<file path="config.mk">
export PLATFORM = sky130hd
export DESIGN_NAME = reconfig_port_host_flat
export DESIGN_NICKNAME = d
export VERILOG_FILES = /design/src/verilog/reconfig_pkg.sv /design/src/verilog/reconfig_if.sv /design/src/verilog/reconfig_port_host.sv /design/src/flat_wrapper.sv
export SDC_FILE = /design/constraint.sdc
export NUM_CORES = 1
export LEC_CHECK = 0
export BUFFER_PORTS_ARGS = -buffer_cell sky130_fd_sc_hd__buf_2
export CAP_MARGIN = 20
export CELL_PAD_IN_SITES_DETAIL_PLACEMENT = 1
export CELL_PAD_IN_SITES_GLOBAL_PLACEMENT = 1
export CORE_MARGIN = 1.5
export CORE_UTILIZATION = 40
export DETAILED_ROUTE_END_ITERATION = 7
export PLACE_DENSITY = 0.94
export SYNTH_ARGS = -nofsm -noshare
export SYNTH_HDL_FRONTEND = slang
export SYNTH_SLANG_ARGS = --single-unit
</file>
<file path="constraint.sdc">
create_clock -name ref_clk_i -period 5.7 [get_ports ref_clk_i]
set_clock_uncertainty 0.15 [all_clocks]
set_input_delay 1.14 -clock ref_clk_i [delete_from_list [all_inputs] [get_ports ref_clk_i]]
set_output_delay 1.14 -clock ref_clk_i [all_outputs]
set_load 0.02 [all_outputs]
</file>
<file path="src/verilog/reconfig_pkg.sv">
/*
 * Shared constants for the reconfiguration port: widths, depth,
 * read latency and the unlock sequence timing.
 * Assumes one 40 MHz clock for both ends of the port.
 */
package reconfig_pkg;
    localparam int ADDR_W = 10;
    localparam int DATA_W = 16;
    localparam int BE_W = 2;
    localparam int DEPTH = 1024;
    localparam logic [DATA_W-1:0] REG_DEFAULT = 16'h0000;
    localparam logic [BE_W-1:0] BE_ALL = 2'h3;

    // Read data appears on the third cycle after the read strobe
    localparam int RD_LATENCY = 3;

    // Reconfiguration clock range the far end must supply
    localparam int RECONFIG_CLK_MIN_MHZ = 100;
    localparam int RECONFIG_CLK_MAX_MHZ = 125;

    localparam int CLK_PERIOD_NS = 25;
    localparam int SHIFT_LOAD_MIN_NS = 324;
    localparam int SHIFT_LOAD_CYCLES =
        (SHIFT_LOAD_MIN_NS + CLK_PERIOD_NS - 1) / CLK_PERIOD_NS;
    localparam int SEL_DROP_CYCLES = 4;

    localparam int CNT_W = 5;
    localparam logic [CNT_W-1:0] CNT_LOAD = 5'(SHIFT_LOAD_CYCLES - 1);
    localparam logic [CNT_W-1:0] CNT_SEL = 5'(SEL_DROP_CYCLES - 1);
    localparam logic [CNT_W-1:0] CNT_RD = 5'(RD_LATENCY - 1);
    localparam logic [CNT_W-1:0] CNT_ZERO = 5'h00;
    localparam logic [CNT_W-1:0] CNT_ONE = 5'h01;
endpackage

</file>
<file path="src/verilog/reconfig_if.sv">
/*
 * Interface joining the reconfiguration master and the port.
 * Assumes both ends run on the same clock; no clocking block.
 */
`timescale 1ns/1ps
interface reconfig_if;
    logic [reconfig_pkg::ADDR_W-1:0] address;
    logic read;
    logic write;
    logic [reconfig_pkg::DATA_W-1:0] writedata;
    logic [reconfig_pkg::DATA_W-1:0] readdata;
    logic [reconfig_pkg::BE_W-1:0] byte_en;
    logic shift_load;
    logic interface_sel;

    modport dev (
        input address,
        input read,
        input write,
        input writedata,
        output readdata,
        input byte_en,
        input shift_load,
        input interface_sel
    );

    modport host (
        output address,
        output read,
        output write,
        output writedata,
        input readdata,
        output byte_en,
        output shift_load,
        output interface_sel
    );
endinterface

</file>
<file path="src/verilog/reconfig_port_host.sv">
/*
 * Master end: runs the unlock sequence, then turns user requests
 * into single port accesses and returns read data.
 * Assumes ref_clk_i is the port clock and user inputs share it.
 */
`timescale 1ns/1ps
module reconfig_port_host (
    input wire logic ref_clk_i,
    input wire logic rst_n_i,
    reconfig_if.host bus,
    input wire logic user_mode_i,
    input wire logic req_i,
    input wire logic req_write_i,
    input wire logic [reconfig_pkg::ADDR_W-1:0] req_addr_i,
    input wire logic [reconfig_pkg::DATA_W-1:0] req_wdata_i,
    input wire logic relink_done_i,
    output logic ready_o,
    output logic busy_o,
    output logic rsp_valid_o,
    output logic [reconfig_pkg::DATA_W-1:0] rsp_data_o,
    output logic relink_needed_o
);
    typedef enum logic [2:0] {
        ST_WAIT_USER,
        ST_LOAD,
        ST_HOLD_SEL,
        ST_IDLE,
        ST_WRITE,
        ST_READ,
        ST_READ_WAIT
    } host_state_t;

    host_state_t state_q, state_d;
    logic [reconfig_pkg::CNT_W-1:0] cnt_q, cnt_d;
    logic shift_load_q, shift_load_d;
    logic sel_q, sel_d;
    logic read_q, read_d;
    logic write_q, write_d;
    logic [reconfig_pkg::ADDR_W-1:0] addr_q, addr_d;
    logic [reconfig_pkg::DATA_W-1:0] wdata_q, wdata_d;
    logic ready_q, ready_d;
    logic busy_q, busy_d;
    logic rsp_valid_q, rsp_valid_d;
    logic [reconfig_pkg::DATA_W-1:0] rsp_data_q, rsp_data_d;
    logic relink_q, relink_d;
    logic set_relink;

    always_comb begin
        state_d = state_q;
        cnt_d = cnt_q;
        shift_load_d = shift_load_q;
        sel_d = sel_q;
        read_d = 1'b0;
        write_d = 1'b0;
        addr_d = addr_q;
        wdata_d = wdata_q;
        ready_d = ready_q;
        busy_d = busy_q;
        rsp_valid_d = 1'b0;
        rsp_data_d = rsp_data_q;
        set_relink = 1'b0;

        case (state_q)
            ST_WAIT_USER: begin
                if (user_mode_i) begin
                    // Single pulse of shift/load acts as the toggle
                    shift_load_d = 1'b1;
                    sel_d = 1'b1;
                    cnt_d = reconfig_pkg::CNT_LOAD;
                    busy_d = 1'b1;
                    state_d = ST_LOAD;
                end
            end
            ST_LOAD: begin
                if (cnt_q == reconfig_pkg::CNT_ZERO) begin
                    shift_load_d = 1'b0;
                    cnt_d = reconfig_pkg::CNT_SEL;
                    state_d = ST_HOLD_SEL;
                end else begin
                    cnt_d = cnt_q - reconfig_pkg::CNT_ONE;
                end
            end
            ST_HOLD_SEL: begin
                if (cnt_q == reconfig_pkg::CNT_ZERO) begin
                    sel_d = 1'b0;
                    busy_d = 1'b0;
                    ready_d = 1'b1;
                    state_d = ST_IDLE;
                end else begin
                    cnt_d = cnt_q - reconfig_pkg::CNT_ONE;
                end
            end
            ST_IDLE: begin
                // Requests wait until unlock is done and nothing is open
                if (req_i && ready_q) begin
                    ready_d = 1'b0;
                    busy_d = 1'b1;
                    sel_d = 1'b1;
                    addr_d = req_addr_i;
                    if (req_write_i) begin
                        write_d = 1'b1;
                        wdata_d = req_wdata_i;
                        state_d = ST_WRITE;
                    end else begin
                        read_d = 1'b1;
                        state_d = ST_READ;
                    end
                end
            end
            ST_WRITE: begin
                // Any write may alter a read-only value
                set_relink = 1'b1;
                sel_d = 1'b0;
                busy_d = 1'b0;
                ready_d = 1'b1;
                state_d = ST_IDLE;
            end
            ST_READ: begin
                cnt_d = reconfig_pkg::CNT_RD;
                state_d = ST_READ_WAIT;
            end
            ST_READ_WAIT: begin
                // Data only stands after the third edge; take it one later
                if (cnt_q == reconfig_pkg::CNT_ZERO) begin
                    rsp_data_d = bus.readdata;
                    rsp_valid_d = 1'b1;
                    sel_d = 1'b0;
                    busy_d = 1'b0;
                    ready_d = 1'b1;
                    state_d = ST_IDLE;
                end else begin
                    cnt_d = cnt_q - reconfig_pkg::CNT_ONE;
                end
            end
            default: begin
                state_d = ST_WAIT_USER;
                shift_load_d = 1'b0;
                sel_d = 1'b0;
                ready_d = 1'b0;
                busy_d = 1'b0;
            end
        endcase

        // Set wins over a clear in the same cycle
        relink_d = set_relink | (relink_q & ~relink_done_i);
    end

    always_ff @(posedge ref_clk_i or negedge rst_n_i) begin
        if (!rst_n_i) begin
            state_q <= ST_WAIT_USER;
            cnt_q <= reconfig_pkg::CNT_ZERO;
            shift_load_q <= 1'b0;
            sel_q <= 1'b0;
            read_q <= 1'b0;
            write_q <= 1'b0;
            addr_q <= '0;
            wdata_q <= reconfig_pkg::REG_DEFAULT;
            ready_q <= 1'b0;
            busy_q <= 1'b0;
            rsp_valid_q <= 1'b0;
            rsp_data_q <= reconfig_pkg::REG_DEFAULT;
            relink_q <= 1'b0;
        end else begin
            state_q <= state_d;
            cnt_q <= cnt_d;
            shift_load_q <= shift_load_d;
            sel_q <= sel_d;
            read_q <= read_d;
            write_q <= write_d;
            addr_q <= addr_d;
            wdata_q <= wdata_d;
            ready_q <= ready_d;
            busy_q <= busy_d;
            rsp_valid_q <= rsp_valid_d;
            rsp_data_q <= rsp_data_d;
            relink_q <= relink_d;
        end
    end

    // Port clock here is 40 MHz; a real part wants 100 to 125 MHz
    assign bus.address = addr_q;
    assign bus.read = read_q;
    assign bus.write = write_q;
    assign bus.writedata = wdata_q;
    assign bus.byte_en = reconfig_pkg::BE_ALL;
    assign bus.shift_load = shift_load_q;
    assign bus.interface_sel = sel_q;
    assign ready_o = ready_q;
    assign busy_o = busy_q;
    assign rsp_valid_o = rsp_valid_q;
    assign rsp_data_o = rsp_data_q;
    assign relink_needed_o = relink_q;
endmodule

</file>
<file path="src/flat_wrapper.sv">
// flat-port wrapper written by rule: the top's interface ports become plain ports
module reconfig_port_host_flat 
  (ref_clk_i, rst_n_i, user_mode_i, req_i, req_write_i, req_addr_i, req_wdata_i, relink_done_i, ready_o, busy_o, rsp_valid_o, rsp_data_o, relink_needed_o, bus_address, bus_read, bus_write, bus_writedata, bus_readdata, bus_byte_en, bus_shift_load, bus_interface_sel);
  reconfig_if bus_i ();
  input wire logic ref_clk_i;
  input wire logic rst_n_i;
  input wire logic user_mode_i;
  input wire logic req_i;
  input wire logic req_write_i;
  input wire logic [reconfig_pkg::ADDR_W-1:0] req_addr_i;
  input wire logic [reconfig_pkg::DATA_W-1:0] req_wdata_i;
  input wire logic relink_done_i;
  output logic ready_o;
  output logic busy_o;
  output logic rsp_valid_o;
  output logic [reconfig_pkg::DATA_W-1:0] rsp_data_o;
  output logic relink_needed_o;
  output wire logic [$bits(bus_i.address)-1:0] bus_address;
  output wire logic [$bits(bus_i.read)-1:0] bus_read;
  output wire logic [$bits(bus_i.write)-1:0] bus_write;
  output wire logic [$bits(bus_i.writedata)-1:0] bus_writedata;
  input wire logic [$bits(bus_i.readdata)-1:0] bus_readdata;
  output wire logic [$bits(bus_i.byte_en)-1:0] bus_byte_en;
  output wire logic [$bits(bus_i.shift_load)-1:0] bus_shift_load;
  output wire logic [$bits(bus_i.interface_sel)-1:0] bus_interface_sel;
  assign bus_address = bus_i.address;
  assign bus_read = bus_i.read;
  assign bus_write = bus_i.write;
  assign bus_writedata = bus_i.writedata;
  assign bus_i.readdata = bus_readdata;
  assign bus_byte_en = bus_i.byte_en;
  assign bus_shift_load = bus_i.shift_load;
  assign bus_interface_sel = bus_i.interface_sel;
  reconfig_port_host u_core (.ref_clk_i(ref_clk_i), .rst_n_i(rst_n_i), .bus(bus_i), .user_mode_i(user_mode_i), .req_i(req_i), .req_write_i(req_write_i), .req_addr_i(req_addr_i), .req_wdata_i(req_wdata_i), .relink_done_i(relink_done_i), .ready_o(ready_o), .busy_o(busy_o), .rsp_valid_o(rsp_valid_o), .rsp_data_o(rsp_data_o), .relink_needed_o(relink_needed_o));
endmodule
</file>
==> impl_metrics.tcl <==
set metrics [dict create \
    crit_slowest_cell "nor2_1" \
    routed.top_layer "met4" \
    final-hold-violation-count 0 \
    required_ns 5.76 \
    path_buf_inv 1 \
    n_antenna_cell 0 \
    netlist_area_um2 2557 \
    yosys.cell_types.count 44 \
    cts_buffers 9 \
    grt_setup_unrepaired "no" \
    insertion_delay_ns 0.32 \
    setup_violations 0 \
    max_freq_mhz 308.5 \
    ctsResizeCount 0 \
    synth_seq_cells 57 \
    r2r-start "u_core.state_q[1]$_DFFE_PN0P_" \
    clkSinkCount 57 \
    end_kind "flip-flop" \
    initial_core_util 0.4220 \
    fin_crit_sh 0.5686 \
    crit_fanout 17 \
    finalWeightedCongestion 0.7881 \
    clockBufferDepth 2 \
    die_w_um 82.96 \
    relSlewSlack 0.2904 \
    powerDensity_nw_per_um2 540.7 \
    grt_antenna_before_repair 0 \
    ir_drop_uv 270.2 \
    synthCells 201 \
    yosysWarnings 0 \
    arrival_ns 3.30 \
    crit_family "simple AND/OR/NAND/NOR gates" \
    ys_seq_area_frac 0.5577 \
    regArea_um2 1426 \
    detailed_place_hpwl_um 4294 \
    postCtsHoldBufs 0 \
    root_buffer "clkbuf_8" \
    grt-ovfl-total 0 \
    cts_setup_buffers 0 \
    met2_length_um 2870 \
    drive_above_1_share 0.5232 \
    synthFlopType "dfrtp_1" \
    synth_area_leaders "dfrtp_1, mux2_2, mux2_4, a21oi_1, o21ai_0" \
    cpPeakStageDelay_ns 0.79 \
    min_from "u_core.relink_needed_o$_DFF_PN0_" \
    fin_cells 377 \
    portBuffers 97 \
    die_area_um2 6882 \
    dieHeight_um 82.96 \
    syn_area_per_cell_um2 12.72 \
    dp.cells 361 \
    drcViolationCount 0 \
    routed_wl_um 5932 \
    m1WireLength_um 2629 \
    p_leak_nw 1.612 \
    vias_per_cell 5.058 \
    h-tree-depth 3 \
    grt_start_max_net_pins 58 \
    core-area_um2 6061 \
    layout_common_cells "buf_2, dfrtp_1, mux2_2" \
    grt_use_total 0.1846 \
    grt_pass1_vias 2107 \
    slew_viol_final 0 \
    rows 28 \
    setup-tns-final_ns 0 \
    nets 347 \
    critPathLaunch "req_i" \
    final_common_cell "buf_2" \
    cp_cell_sequence "buf_2 -> nand3_1 -> nor2_1 -> nand2_1 -> mux2_2" \
    drtPass1Iterations 4 \
    worst_slew_pin_slew_ns 1.050 \
    yosysTopAreaCell "dfrtp_1" \
    fin_crit_ns 3.241 \
    synth_edf_count 0 \
    async_flop_share 1.000 \
    multi_input_area_um2 1016 \
    drt_iter0_markers 79 \
    wl_met3_um 353 \
    grt_pass1_wl_um 10170 \
    synth.top_cell.area_share 0.5577 \
    crit_path_start_kind "input port" \
    cts_tree "built" \
    outcome "complete, no violations" \
    worstHoldPathType "reg2reg" \
    path_clk_slew_ns 0.06 \
    maxCapViolCount 0 \
    routedWlPerCell_um 15.73 \
    nFillCells 664 \
    ios 100 \
    dr_total_vias 1907 \
    syn2layout_area_growth_pct 27.15 \
    crit_type "in2reg" \
    postRouteAntennaNets 0 \
]
routing by layer:
layer | vias to the layer above | global-route usage
li1 | 901 | -
met1 | 926 | 0.2353
met2 | 74 | 0.2964
met3 | 6 | 0.04473
met4 | 0 | 0.08636
met5 | - | 0
flip-flops by register name, indices dropped and copies added (netlist names):
| name | cells |
|---|---|
| u_core.bus.writedata | 16 |
| u_core.rsp_data_o | 16 |
| u_core.bus.address | 10 |
| u_core.cnt_q | 5 |
| u_core.state_q | 3 |
| u_core.bus.read | 1 |
| u_core.bus.shift_load | 1 |
| u_core.bus.write | 1 |
| u_core.busy_o | 1 |
| u_core.ready_o | 1 |
| u_core.relink_needed_o | 1 |
| u_core.rsp_valid_o | 1 |
Yosys cell counts (2+ instances only):
cell	count
a21oi_1	14
buf_1	2
buf_2	4
buf_4	3
clkbuf_1	3
dfrtp_1	57
ha_1	2
inv_1	7
mux2_2	33
mux2_4	9
nand2_1	9
nand3_1	3
nor2_1	5
nor2b_1	2
nor3_1	6
o211ai_1	3
o21ai_0	10
or3_1	2
xnor2_1	2
final cells by class:
| cell class | instances | share of cell area |
|---|---|---|
| timing repair buffer | 98 | 0.1516 |
| sequential | 57 | 0.4386 |
| inverter | 7 | 0.008080 |
| clock buffer | 11 | 0.04348 |
| tap | 75 | 0.02886 |
| multi-input combinational | 124 | 0.3124 |
| clock inverter | 5 | 0.01693 |
power breakdown:
group	internal (mW)	total (mW)	switching (mW)
Combinational	0.299	0.691	0.391
Clock	0.212	0.366	0.153
Sequential	0.556	0.702	0.146
per-stage QoR:
step                      setup slack, ns  cell area, µm²  power (mW)    util  hold slack, ns
final                               2.459            3252       1.758  0.5365          0.3490
after global routing                2.221            3252       1.886  0.5365          0.3652
after CTS                           2.464            3252       1.778  0.5365          0.3541
after detailed placement            2.105            3055       1.404  0.5041          0.3393
after global placement              2.211            3055       1.365  0.5041          0.3239
after floorplan                     3.350            2561       1.175       -          0.3595
final timing paths:
path | end | slack, ns | cells after the start
max in group asynchronous | u_core.rsp_data_o[0]$_DFFE_PN0P_ | 4.13 | 2
hold / removal | u_core.relink_needed_o$_DFF_PN0_ | 0.35 | 1
setup / recovery | u_core.bus.writedata[0]$_DFFE_PN0P_ | 2.46 | 5
hold reg to reg | u_core.relink_needed_o$_DFF_PN0_ | 0.35 | 1
setup reg to reg | u_core.bus.writedata[0]$_DFFE_PN0P_ | 2.48 | 4
min in group asynchronous | u_core.cnt_q[3]$_DFFE_PN0P_ | 0.79 | 2
worst register-to-register path: cells and delay by family, from the launching register on:
kind | cells | cell delay (ns)
and+or+nand+nor | 3 | 1.70
DFF | 1 | 0.79
muxes | 1 | 0.46
kinds of logic after synthesis:
logic type / count (synthesis) / synth area share
multiplexers: 42 / 0.1981
adder cells (fa/ha/maj): 2 / 0.009783
other: 1 / 0.001466
AO/OA/AOI/OAI: 38 / 0.09150
flip-flops: 57 / 0.5577
XOR/XNOR: 3 / 0.01028
buffers and inverters: 21 / 0.04648
AND/OR/NAND/NOR: 37 / 0.08464
Note: power is estimated with default switching activity, not from simulation.
